### src/pkg/port_host_pkg.sv
// Constants and types shared by the dual-port RAM port controller.
// Summary of operation
// - System logic ties a slave conflict input high, or low to lock writes.
// - A width-expanded array uses exactly one master part.
// - Hold address and enable until the conflict settles before strobing.
// - Semaphore access: low-active enable high, high-active low, select low.
// - Both mailbox flags must be initialised by activity after power-up.
// - A failed request is followed by reads or by writing 1 to withdraw.
package port_host_pkg;

  localparam int ADDR_W_FULL = 19;
  localparam int DATA_W      = 18;
  localparam int SEM_ADDR_W  = 3;
  localparam int SEM_COUNT   = 8;

  // Clock period as a time; pin timing as a time and a derived cycle count.
  localparam int CLK_PERIOD_NS = 20;
  localparam int T_SETUP_NS    = 20;
  localparam int T_ACCESS_NS   = 15;
  localparam int SETUP_CYC     = (T_SETUP_NS + CLK_PERIOD_NS - 1)
                                 / CLK_PERIOD_NS;
  localparam int ACCESS_CYC    = (T_ACCESS_NS + CLK_PERIOD_NS - 1)
                                 / CLK_PERIOD_NS;
  localparam int TMR_W         = 4;

  // Commands accepted on the user side.
  typedef enum logic [2:0] {
    OP_READ,
    OP_WRITE,
    OP_SEM_TAKE,
    OP_SEM_GIVE,
    OP_MBOX_SEND,
    OP_MBOX_ACK
  } op_e;

endpackage

### src/verilog/port_host_ctrl.sv
// Controller that drives one port of the shared dual-port RAM by its pins.
`timescale 1ns/10ps
module port_host_ctrl
  import port_host_pkg::*;
#(
  parameter int ADDR_W  = port_host_pkg::ADDR_W_FULL,
  parameter bit IS_LEFT = 1'b1
) (
  input  wire logic                            clk_sys,
  input  wire logic                            reset_n,
  input  wire logic                            cmd_valid,
  input  wire port_host_pkg::op_e              cmd_op,
  input  wire logic [ADDR_W-1:0]               cmd_addr,
  input  wire logic [port_host_pkg::DATA_W-1:0] cmd_data,
  output logic                                 cmd_ready,
  output logic                                 rsp_valid,
  output logic [port_host_pkg::DATA_W-1:0]     rsp_data,
  output logic                                 rsp_denied,
  output logic                                 rsp_retried,
  input  wire logic                            lock_writes,
  output logic                                 irq_pending,
  output logic [ADDR_W-1:0]                    pin_addr,
  output logic                                 port_enable_low_active,
  output logic                                 port_enable_high_active,
  output logic                                 token_space_select_n,
  output logic                                 pin_rw_n,
  output logic                                 pin_oe_n,
  output logic [port_host_pkg::DATA_W-1:0]     pin_data_out,
  output logic                                 pin_data_oe,
  input  wire logic [port_host_pkg::DATA_W-1:0] pin_data_in,
  input  wire logic                            conflict_n,
  input  wire logic                            mailbox_irq_n,
  output logic                                 write_lock_n
);

  import port_host_pkg::*;

  typedef enum logic [2:0] {
    S_INIT, S_IDLE, S_SETUP, S_STROBE, S_RECOVER, S_DONE
  } state_e;

  // Mailbox words sit at the top of the address space of this depth.
  function automatic logic [ADDR_W-1:0] mbox_addr(input logic left_box);
    mbox_addr = {{(ADDR_W-1){1'b1}}, ~left_box};
  endfunction

  state_e              state_r,   state_nxt;
  op_e                 op_r,      op_nxt;
  logic [1:0]          step_r,    step_nxt;
  logic                wr_r,      wr_nxt;
  logic                sem_r,     sem_nxt;
  logic [ADDR_W-1:0]   addr_r,    addr_nxt;
  logic [DATA_W-1:0]   wdata_r,   wdata_nxt;
  logic                again_r,   again_nxt;
  logic                init_r,    init_nxt;
  logic                rv_r,      rv_nxt;
  logic [DATA_W-1:0]   rd_r,      rd_nxt;
  logic                den_r,     den_nxt;
  logic                ret_r,     ret_nxt;
  logic                rdy_r,     rdy_nxt;
  logic                irq_r;
  logic                lock_n_r;
  logic                ce0n_r,    ce0n_nxt;
  logic                ce1_r,     ce1_nxt;
  logic                semn_r,    semn_nxt;
  logic                rwn_r,     rwn_nxt;
  logic                oen_r,     oen_nxt;
  logic                doe_r,     doe_nxt;
  logic                active;
  logic                tmr_start;
  logic [TMR_W-1:0]    tmr_load;
  logic                tmr_expire;

  strobe_timer #(.CNT_W(TMR_W)) u_timer (
    .clk_sys (clk_sys),
    .reset_n (reset_n),
    .start   (tmr_start),
    .load    (tmr_load),
    .expire  (tmr_expire)
  );

  // Sequencer: every access is setup, strobe, then one recovery cycle.
  always_comb begin
    state_nxt = state_r;
    op_nxt    = op_r;
    step_nxt  = step_r;
    wr_nxt    = wr_r;
    sem_nxt   = sem_r;
    addr_nxt  = addr_r;
    wdata_nxt = wdata_r;
    again_nxt = again_r;
    init_nxt  = init_r;
    rd_nxt    = rd_r;
    den_nxt   = den_r;
    ret_nxt   = ret_r;
    rv_nxt    = 1'b0;
    tmr_start = 1'b0;
    tmr_load  = TMR_W'(SETUP_CYC);
    case (state_r)
      S_INIT: begin
        // Read our own mailbox once so its flag starts cleared.
        op_nxt    = OP_MBOX_ACK;
        addr_nxt  = mbox_addr(IS_LEFT);
        wr_nxt    = 1'b0;
        sem_nxt   = 1'b0;
        step_nxt  = 2'd0;
        init_nxt  = 1'b1;
        tmr_start = 1'b1;
        state_nxt = S_SETUP;
      end
      S_IDLE: begin
        if (cmd_valid) begin
          op_nxt    = cmd_op;
          step_nxt  = 2'd0;
          den_nxt   = 1'b0;
          ret_nxt   = 1'b0;
          wr_nxt    = 1'b1;
          sem_nxt   = 1'b0;
          addr_nxt  = cmd_addr;
          wdata_nxt = cmd_data;
          case (cmd_op)
            OP_READ:      wr_nxt = 1'b0;
            OP_WRITE:     wr_nxt = 1'b1;
            OP_SEM_TAKE,
            OP_SEM_GIVE: begin
              // Token space uses the low three address bits only.
              sem_nxt   = 1'b1;
              addr_nxt  = {{(ADDR_W-SEM_ADDR_W){1'b0}},
                           cmd_addr[SEM_ADDR_W-1:0]};
              wdata_nxt = {DATA_W{cmd_op == OP_SEM_GIVE}};
            end
            OP_MBOX_SEND: addr_nxt = mbox_addr(!IS_LEFT);
            OP_MBOX_ACK: begin
              wr_nxt   = 1'b0;
              addr_nxt = mbox_addr(IS_LEFT);
            end
            default:      wr_nxt = 1'b0;
          endcase
          tmr_start = 1'b1;
          state_nxt = S_SETUP;
        end
      end
      S_SETUP: begin
        // Address and enables are held until the conflict flag settles.
        if (tmr_expire) begin
          tmr_start = 1'b1;
          tmr_load  = TMR_W'(ACCESS_CYC);
          state_nxt = S_STROBE;
        end
      end
      S_STROBE: begin
        if (tmr_expire) begin
          // An inhibited write is repeated after the recovery cycle, until a strobe ends unflagged.
          // One master's conflict line decides for every slave of the word.
          if (wr_r && !sem_r && !conflict_n) begin
            again_nxt = 1'b1;
            ret_nxt   = 1'b1;
          end
          if (!wr_r) begin
            rd_nxt = pin_data_in;
          end
          state_nxt = S_RECOVER;
        end
      end
      S_RECOVER: begin
        tmr_start = 1'b1;
        state_nxt = S_SETUP;
        if (again_r) begin
          again_nxt = 1'b0;
        end else if (op_r == OP_SEM_TAKE && step_r == 2'd0) begin
          step_nxt = 2'd1;
          wr_nxt   = 1'b0;
        end else if (op_r == OP_SEM_TAKE && step_r == 2'd1 && rd_r[0]) begin
          // Lost the token: withdraw the pending request.
          step_nxt  = 2'd2;
          den_nxt   = 1'b1;
          wr_nxt    = 1'b1;
          wdata_nxt = {DATA_W{1'b1}};
        end else begin
          tmr_start = 1'b0;
          state_nxt = S_DONE;
        end
      end
      S_DONE: begin
        rv_nxt    = !init_r;
        init_nxt  = 1'b0;
        state_nxt = S_IDLE;
      end
      default: state_nxt = S_IDLE;
    endcase
  end

  // Pin levels follow the next state so they leave flip-flops directly.
  always_comb begin
    active   = (state_nxt == S_SETUP) || (state_nxt == S_STROBE)
               || (state_nxt == S_RECOVER);
    ce0n_nxt = !(active && !sem_nxt);
    ce1_nxt  = active && !sem_nxt;
    semn_nxt = !(active && sem_nxt);
    rwn_nxt  = !((state_nxt == S_STROBE) && wr_nxt);
    oen_nxt  = !((state_nxt == S_STROBE) && !wr_nxt);
    doe_nxt  = wr_nxt && ((state_nxt == S_SETUP)
               || (state_nxt == S_STROBE));
    rdy_nxt  = (state_nxt == S_IDLE);
  end

  // Registers only; idle pins park the port in standby.
  always_ff @(posedge clk_sys or negedge reset_n) begin
    if (!reset_n) begin
      state_r  <= S_INIT;
      op_r     <= OP_READ;
      step_r   <= 2'd0;
      wr_r     <= 1'b0;
      sem_r    <= 1'b0;
      addr_r   <= '0;
      wdata_r  <= '0;
      again_r  <= 1'b0;
      init_r   <= 1'b0;
      rv_r     <= 1'b0;
      rd_r     <= '0;
      den_r    <= 1'b0;
      ret_r    <= 1'b0;
      rdy_r    <= 1'b0;
      irq_r    <= 1'b0;
      lock_n_r <= 1'b1;
      ce0n_r   <= 1'b1;
      ce1_r    <= 1'b0;
      semn_r   <= 1'b1;
      rwn_r    <= 1'b1;
      oen_r    <= 1'b1;
      doe_r    <= 1'b0;
    end else begin
      state_r  <= state_nxt;
      op_r     <= op_nxt;
      step_r   <= step_nxt;
      wr_r     <= wr_nxt;
      sem_r    <= sem_nxt;
      addr_r   <= addr_nxt;
      wdata_r  <= wdata_nxt;
      again_r  <= again_nxt;
      init_r   <= init_nxt;
      rv_r     <= rv_nxt;
      rd_r     <= rd_nxt;
      den_r    <= den_nxt;
      ret_r    <= ret_nxt;
      rdy_r    <= rdy_nxt;
      irq_r    <= !mailbox_irq_n;
      lock_n_r <= !lock_writes;
      ce0n_r   <= ce0n_nxt;
      ce1_r    <= ce1_nxt;
      semn_r   <= semn_nxt;
      rwn_r    <= rwn_nxt;
      oen_r    <= oen_nxt;
      doe_r    <= doe_nxt;
    end
  end

  assign cmd_ready               = rdy_r;
  assign rsp_valid               = rv_r;
  assign rsp_data                = rd_r;
  assign rsp_denied              = den_r;
  assign rsp_retried             = ret_r;
  assign irq_pending             = irq_r;
  assign pin_addr                = addr_r;
  assign port_enable_low_active  = ce0n_r;
  assign port_enable_high_active = ce1_r;
  assign token_space_select_n    = semn_r;
  assign pin_rw_n                = rwn_r;
  assign pin_oe_n                = oen_r;
  assign pin_data_out            = wdata_r;
  assign pin_data_oe             = doe_r;
  assign write_lock_n            = lock_n_r;

  // Helper: data bit 0 of the most recent token-space write.
  logic last_sem_bit_r;
  always_ff @(posedge clk_sys or negedge reset_n) begin
    if (!reset_n) begin
      last_sem_bit_r <= 1'b0;
    end else if (!rwn_r && !semn_r) begin
      last_sem_bit_r <= wdata_r[0];
    end
  end
endmodule // port_host_ctrl

### src/verilog/strobe_timer.sv
// Divider that emits a one-cycle expiry pulse a loaded number of cycles on.
`timescale 1ns/10ps
module strobe_timer #(
  parameter int CNT_W = 4
) (
  input  wire logic             clk_sys,
  input  wire logic             reset_n,
  input  wire logic             start,
  input  wire logic [CNT_W-1:0] load,
  output logic                  expire
);

  logic [CNT_W-1:0] cnt_r;
  logic [CNT_W-1:0] cnt_nxt;
  logic             expire_r;
  logic             expire_nxt;

  // A fresh start always wins, so a stale count can never fire early.
  always_comb begin
    cnt_nxt    = cnt_r;
    expire_nxt = 1'b0;
    if (start) begin
      cnt_nxt = load;
    end else if (cnt_r != '0) begin
      cnt_nxt    = cnt_r - 1'b1;
      expire_nxt = (cnt_r == {{(CNT_W-1){1'b0}}, 1'b1});
    end
  end

  // Registers only.
  always_ff @(posedge clk_sys or negedge reset_n) begin
    if (!reset_n) begin
      cnt_r    <= '0;
      expire_r <= 1'b0;
    end else begin
      cnt_r    <= cnt_nxt;
      expire_r <= expire_nxt;
    end
  end

  assign expire = expire_r;

endmodule // strobe_timer

### config.mk
export PLATFORM = sky130hd
export DESIGN_NAME = port_host_ctrl
export DESIGN_NICKNAME = d
export VERILOG_FILES = /design/src/pkg/port_host_pkg.sv /design/src/verilog/port_host_ctrl.sv /design/src/verilog/strobe_timer.sv
export SDC_FILE = /design/constraint.sdc
export NUM_CORES = 1
export LEC_CHECK = 0
export BUFFER_PORTS_ARGS = -buffer_cell sky130_fd_sc_hd__buf_2
export CORE_UTILIZATION = 35
export CTS_BUF_LIST = sky130_fd_sc_hd__clkbuf_16
export CTS_CLUSTER_DIAMETER = 120
export DETAILED_ROUTE_END_ITERATION = 7
export GPL_ROUTABILITY_DRIVEN = 0
export PLACE_DENSITY = 0.64
export SETUP_SLACK_MARGIN = 0.2
export SYNTH_ARGS = -nofsm -noshare
export SYNTH_HDL_FRONTEND = slang
export SYNTH_SLANG_ARGS = --single-unit
export TNS_END_PERCENT = 50
### constraint.sdc
create_clock -name clk_sys -period 1.5 [get_ports clk_sys]
set_input_delay 0.075 -clock clk_sys [delete_from_list [all_inputs] [get_ports clk_sys]]
set_output_delay 0.075 -clock clk_sys [all_outputs]
set_load 0.01 [all_outputs]
=== Word-level counts from Yosys, hierarchy flattened ===
Index checks and enable logic that the tools add are counted.

* Divide/modulo/power cells: 0
* Multiplexer cells: 53
* Reductions and logical operators: 41
* Add/sub/neg operators: 1
* Magnitude comparators: 0
* Shifts and indexed selects: 0
* Multipliers: 0
* Eq/ne operators: 24
* Bitwise operators: 1

{| class="wikitable"
|+ Operator list
! kind !! count
|-
| 2-to-1 mux 18 bit || 5
|-
| case mux 19 bit (3 select lines) || 1
|-
| case mux 19 bit (2 select lines) || 1
|-
| case mux 18 bit (2 select lines) || 1
|-
| equality test 3 x 2 -> 1 bit, second input constant || 7
|-
| 2-to-1 mux 1 bit || 21
|-
| 2-to-1 mux 3 bit || 7
|-
| 2-to-1 mux 19 bit || 1
|-
| equality test 3 bit, second input constant || 5
|-
| case mux 3 bit (5 select lines) || 1
|-
| nonzero test 2 bit || 6
|-
| logical NOT 1 bit || 11
|-
| logical AND 1 bit || 10
|-
| != test 2 bit, second input constant || 5
|-
| case mux 1 bit (2 select lines) || 5
|-
| equality test 3 x 1 -> 1 bit, second input constant || 3
|-
| 2-to-1 mux 2 bit || 4
|-
| 2-to-1 mux 4 bit || 2
|-
| AND reduction 4 bit || 2
|-
| case mux 2 bit (3 select lines) || 1
|-
| case mux 3 bit (2 select lines) || 1
|-
| AND reduction 3 bit || 2
|-
| AND reduction 5 bit || 1
|-
| equality test 4 x 1 -> 1 bit, second input constant || 1
|-
| 15 further kinds || 16
|}

* Memories: 0
* Output and inout bits: 67
* Memory bits (writable): 0
* Register bits: 84
* Bits in read-only memories: 0
* Latch bits: 0

=== Depth between registers and ports, before layout ===
Gate-level depths: netlist of run 1.

* Depth after elaboration: 12
* Depth in mapped cells: 9

=== Cells and area by module ===
Synthesis of run 1 repeated with hierarchy kept, for this count alone.

* Cells, all modules: 319
* Area, all modules: 3668.5 um^2

{| class="wikitable"
|+ By module, submodules not included
! module !! area an instance (um^2) !! seq. area each (um^2) !! times used !! cells each
|-
| port_host_ctrl || 3384.5 || 1983.2 || 1 || 293
|-
| strobe_timer || 284.0 || 125.1 || 1 || 26
|}

=== Worst setup path after synthesis of run 1 ===
Ideal clock, no wire load.

* Path kind: register to register
* From: register state_r[2]
* To: register wdata_r[12] (netlist: pin_data_out[12])
* Slack: -0.179 ns
* Stages on the path, launching flop included: 6
* Arrival: 1.553 ns
* Path buffers: 1
* Cell sequence: dfrtp_1 -> nand2b_1 -> or3_4 -> a41o_1 -> buf_6 -> o32a_1

* Cells in the longest elaborated chain, start to end: 3

{| class="wikitable"
|+ Ends and longest elaborated chain
! what !! line !! text
|-
| from (decl) || port_host_ctrl.sv:47 || <nowiki>state_e state_r, state_nxt;</nowiki>
|-
| from (signal assigned) || port_host_ctrl.sv:233 || <nowiki>state_r <= state_nxt;</nowiki>
|-
| equality test 3 bit / equality test 3 x 1 -> 1 bit (equally long branches) || port_host_ctrl.sv:99 || <nowiki>case (state_r)</nowiki>
|-
| != test 2 bit (no line) / nonzero test 2 bit (equally long branches) || -- ||
|-
| AND reduction 5 bit (no line) || -- ||
|-
| to (signal assigned) || port_host_ctrl.sv:239 || <nowiki>wdata_r <= wdata_nxt;</nowiki>
|-
| to (decl) || port_host_ctrl.sv:53 || <nowiki>logic [DATA_W-1:0] wdata_r, wdata_nxt;</nowiki>
|}

Several ways; a longest one is shown, not always the timed one.
A chain may end at the register's enable or synchronous reset.

=== Worst setup path in the final report of run 1 ===
* From: register state_r[2]
* To: register wdata_r[0] (netlist: pin_data_out[0])

The elaborated chain is that of the path after synthesis.

==> results of run 1 <==
==> cell families (layout without fill, tap and decap cells) <==
family                     after synthesis  after routing  synth area share (%)
buffers and inverters                   28            227                  4.19
xor gates and xnor gates                 2              2                 0.477
and+or+nand+nor                         87             87                  13.6
muxes                                   19             19                  5.79
AOI/OAI and AO/OA                       95             95                  17.2
DFF                                     84             84                  57.4
adders and majority gates                4              4                  1.36
==> metrics by stage <==
step | std cells | util, % | setup TNS, ns | total power, mW | setup slack [ns]
3_5_place_dp | 605 | 46.9 | -4.99 | 7.94 | -0.147
4_1_cts | 650 | 53.2 | -5.61 | 10.5 | -0.137
2_1_floorplan | 319 | - | -3.35 | 6.20 | -0.166
5_1_grt | 654 | 55.0 | -9.17 | 11.4 | -0.182
3_3_place_gp | 605 | 46.9 | -3.32 | 7.78 | -0.104
6_report | 654 | 55.0 | -5.45 | 10.7 | -0.149
==> path summary, 6_finish.rpt <==
check                                     endpoint  slack (ns)    startpoint
max in group asynchronous             pin_addr[14]        0.71       reset_n
hold / removal                        pin_addr[13]        0.03  cmd_addr[13]
min in group asynchronous  port_enable_high_active        0.26       reset_n
hold reg to reg                          rsp_valid        0.45        init_r
setup / recovery                   pin_data_out[0]       -0.15    state_r[2]
setup reg to reg                   pin_data_out[0]       -0.15    state_r[2]
==> routing by layer <==
metal / vias to the layer above / track usage, %
met5: - / 0
met4: 0 / 8.06
met3: 17 / 3.13
met2: 78 / 32.9
met1: 1558 / 22.4
li1: 1518 / -
==> placed cells by master, fill, tap and decap left out, types with 2 or more instances in the layout <==
cell type	Yosys	final
clkinv_2	0	3
o21ai_1	3	4
dfrtp_1	79	76
nand3b_1	2	2
a211o_1	2	2
a22o_1	2	2
dfstp_2	5	5
a21oi_2	0	3
nand2_1	25	25
nand2b_1	6	5
o21ai_2	0	2
nor4b_4	1	2
bufinv_16	0	2
buf_4	2	31
mux2_2	16	8
a21oi_1	28	23
a21oi_4	1	3
inv_1	10	10
o22ai_1	3	2
o21a_1	4	4
o21ai_0	20	17
ha_1	4	4
nor2b_1	19	19
nor2_1	18	17
o22a_1	18	18
xnor2_1	2	2
dlygate4sd3_1	0	21
buf_6	5	12
or3b_4	1	2
buf_2	3	129
buf_12	0	6
a21o_1	2	2
clkbuf_16	0	10
dfrtp_2	0	3
mux2_4	0	10
==> flip-flops by register name, summed over array words and instances, names as in the netlist, 2 cells and up <==
register       count
step_r             2
rsp_data          18
op_r               3
u_timer.cnt_r      4
pin_data_out      18
pin_addr          19
state_r            3
==> synthesized netlist by cell type (all sizes together) (2+ instances only) <==
library cell	count
a21o	2
dfstp	5
nor3	2
clkbuf	8
o21a	4
mux2	18
nand2b	6
a211o	2
or3b	2
buf	10
nand2	25
nor2b	19
nor4b	2
o22a	18
a21oi	29
inv	10
o22ai	3
xnor2	2
nand3b	2
a22o	2
o21ai	23
a41oi	2
dfrtp	79
ha	4
nor2	19
==> critical path: stages (launching register included) <==
cell,delay [ns]
dfrtp_2,0.44
nand2b_4,0.15
or3_4,0.33
a41o_1,0.25
buf_12,0.16
o22a_1,0.19
==> layout make-up <==
cell class / instances / area, sq um / area share, %
multi-input cells: 207 / 1620 / 28.7
well taps: 136 / 170 / 3.02
flip-flops and latches: 84 / 2110 / 37.5
inverters: 10 / 37.5 / 0.667
repair buffers: 201 / 1380 / 24.6
clock buffers: 9 / 225 / 4.00
clock inverters: 7 / 82.6 / 1.47
==> repair_timing <==
item,in CTS,in global routing
hold buffers,21,0
cloned,1,1
resized for setup,17,32
endpoints found under the setup margin,78,80
endpoints found under the hold margin,49,0
buffers inserted,7,3
pin swaps,8,12
==> power breakdown <==
group | internal, mW | total (mW) | leakage, nW | switching, mW
clock | 1.44 | 2.30 | 0.158 | 0.863
sequential | 3.29 | 3.89 | 0.992 | 0.601
combinational | 2.35 | 4.51 | 1.52 | 2.16
==> results by group, run 1 <==
Timing
  • Final worst setup slack: -0.149 ns
  • Final period util: 110%
  • Setup Viol. Count Final: 66
  • Final Hold Vio Count: 0
  • RSZ-0062 raised after global routing: yes
  • Measured slew at the worst slew-check pin: 0.503 ns
  • FMAX: 607 MHz
  • Slew headroom: 66.4%
  • Final Slew Violations: 0
  • Hold_ws: 0.0269 ns
  • Post-layout min period: 1.65 ns
  • Clk_skew: 0.00327 ns

Setup path
  • Crit start category: register
  • CP arrival: 1.86 ns
  • Crit path capture type: register
  • CP max FO: 17
  • FF-to-FF path depth: 5
  • Setup CP Type: register to register
  • WP data required: 1.71 ns

Finish
  • Final instance area: 5630 sq um
  • Nets: 581
  • Ratio of cells with drive above 1 in the final layout: 48.1%
  • Diode count: 0
  • Fillers: 879
  • Area grow syn2layout: 53.3%

GRT
  • Vias in the first global route: 3326
  • Largest net degree at the start of global routing: 37
  • Initial antenna violation count: 0
  • GRT Util Overall: 18.7%
  • Total congestion overflow: 0
  • First-pass GRT wire length: 16.0 mm

Logic synthesis
  • Dominant cell type by area after synthesis: dfrtp_1
  • Flops & latches, synth: 84
  • Top cell type's share of synthesized area: 53.8%
  • EDFF count, synth: 0
  • Ys flop type: dfrtp_1
  • Synth Instances: 319
  • Yosys warnings: 0
  • Mapped Area: 3670 sq um
  • Post-Syn Area per Cell: 11.5 sq um
  • Sequential-to-total area share from yosys stat: 57.4%
  • Syn Nets: 387
  • Top post-synthesis cells by area: dfrtp_1 (54%), mux2_2 (4.9%), o22a_1 (4.3%), a21oi_1 (3.8%), dfstp_2 (3.6%)
  • Netlist cell types: 54
  • Async set-or-reset flop fraction in the synthesized netlist: 100%

Placement
  • Placed inst area: 4800 sq um
  • Port Buffers: 130
  • Post-detail-place hpwl: 6.53 mm

Job
  • Total of max-cap violations: 0

Routing
  • Routed wl met2: 5.13 mm
  • Initial DRC count: 154
  • Top layer in use: met4
  • Routed vias/inst: 4.85
  • DRC errors left: 0
  • Detailed Routing Iterations Pass 1: 4
  • Via count: 3171
  • Metal1 wirelength: 4.07 mm
  • Final ANT Viol Nets: 0
  • Routed WL: 9.74 mm
  • Routed wire length per instance: 14.9 um
  • Met3 Routed Length: 372 um

Status
  • Violated checks: setup timing
  • Outcome: finished with violations

Power and ir drop
  • P_leak: 2.67 nW
  • Power per standard cell area: 1900 nW/um^2
  • Max VDD drop: 0.000703 V

Clocking
  • H-tree levels: 3
  • Later-pin clock latency in the skew report: 0.33 ns
  • Worst-path clk slew: 0.06 ns
  • CTS tree: done
  • Num CTS Buffers: 9
  • Clock buffer depth: 2
  • Clock tree sinks: 84
  • Clock Tree Root: clkbuf_16

Floorplan
  • Die Y: 104 um
  • Starting density of the core: 35.9%
  • Num ports: 131
  • DIE WIDTH: 104 um
  • Site row count: 37
  • Die ar.: 10900 sq um
  • CORE AREA: 10200 sq um

Hold path
  • Min-Delay Path Depth: 3
  • Hold/Removal Path Class: primary input to register
Note: power is estimated with default switching activity, not from simulation.
==> inputs of run 2 (changes only) <==
Settings changed: CORE_UTILIZATION 35 to 45, PLACE_DENSITY 0.64 to 0.78, SKIP_LAST_GASP set to 1.
==> results by group, run 2 (synthesis results as in run 1) <==
Power and ir drop
  • Max VDD drop: 0.000867 V
  • Sw frac: 34.8%
  • Clock power share: 20.3%
  • Reg power frac: 37.0%
  • Total internal power: 6.88 mW
  • P_leak: 2.66 nW
  • Comb pwr share: 42.8%
  • P_sw: 3.67 mW
  • Power per standard cell area: 1920 nW/um^2

Timing
  • Slew headroom: 74.2%
  • RSZ-0062 raised after global routing: yes
  • Final period util: 111%
  • Final Slew Violations: 0
  • Final Hold Vio Count: 0
  • Clk_skew: 0.00653 ns
  • Final worst setup slack: -0.168 ns
  • Setup Viol. Count Final: 63
  • FMAX: 600 MHz
  • Post-layout min period: 1.67 ns
  • Measured slew at the worst slew-check pin: 0.387 ns

Setup path
  • CP arrival: 1.88 ns
  • Critical path's slowest cell: dfrtp_1
  • Crit start category: register
  • R2R setup slack: -0.17 ns
  • Setup CP Type: register to register
  • Crit path capture type: register
  • Crit path cell chain: nand2b_4 > or3_4 > a41o_4 > clkbuf_16 > o22a_1
  • WP data required: 1.72 ns
  • Crit path largest cell delay: 0.43 ns
  • CP max FO: 8

Routing
  • Via count: 3270
  • Final ANT Viol Nets: 0
  • Routed wire length per instance: 15.9 um
  • Routed WL: 9.85 mm
  • Initial DRC count: 117
  • Routed vias/inst: 5.27
  • DRC errors left: 0
  • Detailed Routing Iterations Pass 1: 4

Clocking
  • Later-pin clock latency in the skew report: 0.33 ns
  • Num CTS Buffers: 9
  • CTS tree: done
  • Clock Tree Root: clkbuf_16
  • Clock buffer depth: 2
  • Worst-path clk slew: 0.06 ns
  • Clock tree sinks: 84
  • H-tree levels: 3

Finish
  • Nets: 581
  • Ratio of cells with drive above 1 in the final layout: 47.3%
  • Diode count: 0
  • Fillers: 539
  • Final Util: 70.5%
  • Area grow syn2layout: 50.0%
  • Max reg flops: 19
  • Most frequent cells in the layout: buf_2 (129), dfrtp_1 (78), buf_4 (35)
  • Commonest non-fill, non-tap cell in the layout: buf_2

Hold path
  • Hold/Removal Path Class: primary input to register

GRT
  • Total congestion overflow: 0
  • GRT Util Overall: 23.4%
  • Initial antenna violation count: 0
  • First-pass GRT wire length: 15.5 mm
  • Largest net degree at the start of global routing: 31
  • Vias in the first global route: 3329

Floorplan
  • Die Y: 92.3 um
  • Site row count: 32
  • Num ports: 131
  • CORE AREA: 7810 sq um
  • Starting density of the core: 47.0%
  • Die ar.: 8530 sq um
  • DIE WIDTH: 92.3 um

Status
  • Violated checks: setup timing
  • Outcome: finished with violations

Placement
  • Port Buffers: 130
  • Post-detail-place hpwl: 6.47 mm
  • Pre-CTS setup slack: -0.132 ns

Job
  • Total of max-cap violations: 0
## run 2: changes by cell type in the layout (fill, tap and decap cells not counted), moves of 2 or more
cell,previous run,this run
a21oi_4,3,1
o21ai_0,17,19
nor2_4,1,3
buf_12,6,4
buf_4,31,35
dfrtp_1,76,78
dfrtp_2,3,1
## run 2: path summary, 6_finish.rpt
path / startpoint / endpoint / depth (start not counted)
setup / recovery: state_r[2] / pin_data_out[10] / 5
hold / removal: cmd_addr[12] / pin_addr[12] / 3
setup reg to reg: state_r[2] / pin_data_out[10] / 5
hold reg to reg: init_r / rsp_valid / 1
max in group asynchronous: reset_n / pin_data_out[2] / 3
min in group asynchronous: reset_n / again_r / 2
## run 2: repair_timing
item | 4_1_cts | 5_1_grt
gates cloned | 1 | 1
endpoints found under the hold margin | 47 | 0
setup endpoints to repair | 77 | 80
resized for setup | 21 | 17
setup buffers | 7 | 3
pin swaps | 8 | 8
hold buffers | 21 | 0
## run 2: power by group through the flow
stage,clock [mW],combinational [mW],sequential (mW)
4_1_cts,2.16,4.36,3.88
3_5_place_dp,0,4.02,3.90
6_report,2.14,4.51,3.90
2_1_floorplan,0,1.95,4.25
5_1_grt,2.27,4.89,4.01
3_3_place_gp,0,3.88,3.86
## run 2: through the flow
stage | std cells | hold WS [ns] | TNS, ns | power, mW | area (sq um)
floorplan | 319 | -0.221 | -3.35 | 6.20 | 3750
global placement | 571 | 0.0302 | -2.20 | 7.74 | 4730
detailed placement | 571 | 0.0291 | -3.47 | 7.93 | 4730
CTS | 616 | 0.0271 | -4.32 | 10.4 | 5390
global route | 620 | 0.0557 | -9.93 | 11.2 | 5510
finish | 620 | 0.0312 | -6.76 | 10.6 | 5510
## run 2: metal layers
layer	wire [um]	track usage (%)	part of all wire, %
met5	0	0	0
met4	323	12.8	3.3
met3	410	4.68	4.2
met2	5150	39.8	52
met1	3970	27.8	40
## run 2: layout make-up
type	count	area (sq um)	share of cell area, %
flip-flops and latches	84	2110	38.3
multi-input cells	207	1600	29.1
repair buffers	201	1350	24.5
clock buffers	9	225	4.09
well taps	102	128	2.32
clock inverters	7	60.1	1.09
inverters	10	37.5	0.682
## run 2: critical path: cells and delay by family, from the launching register on
family	cells	cell delay (ns)
AND/OR/NAND/NOR	2	0.50
AO/OA/AOI/OAI	2	0.45
flip-flops	1	0.43
buffers and inverters	1	0.16
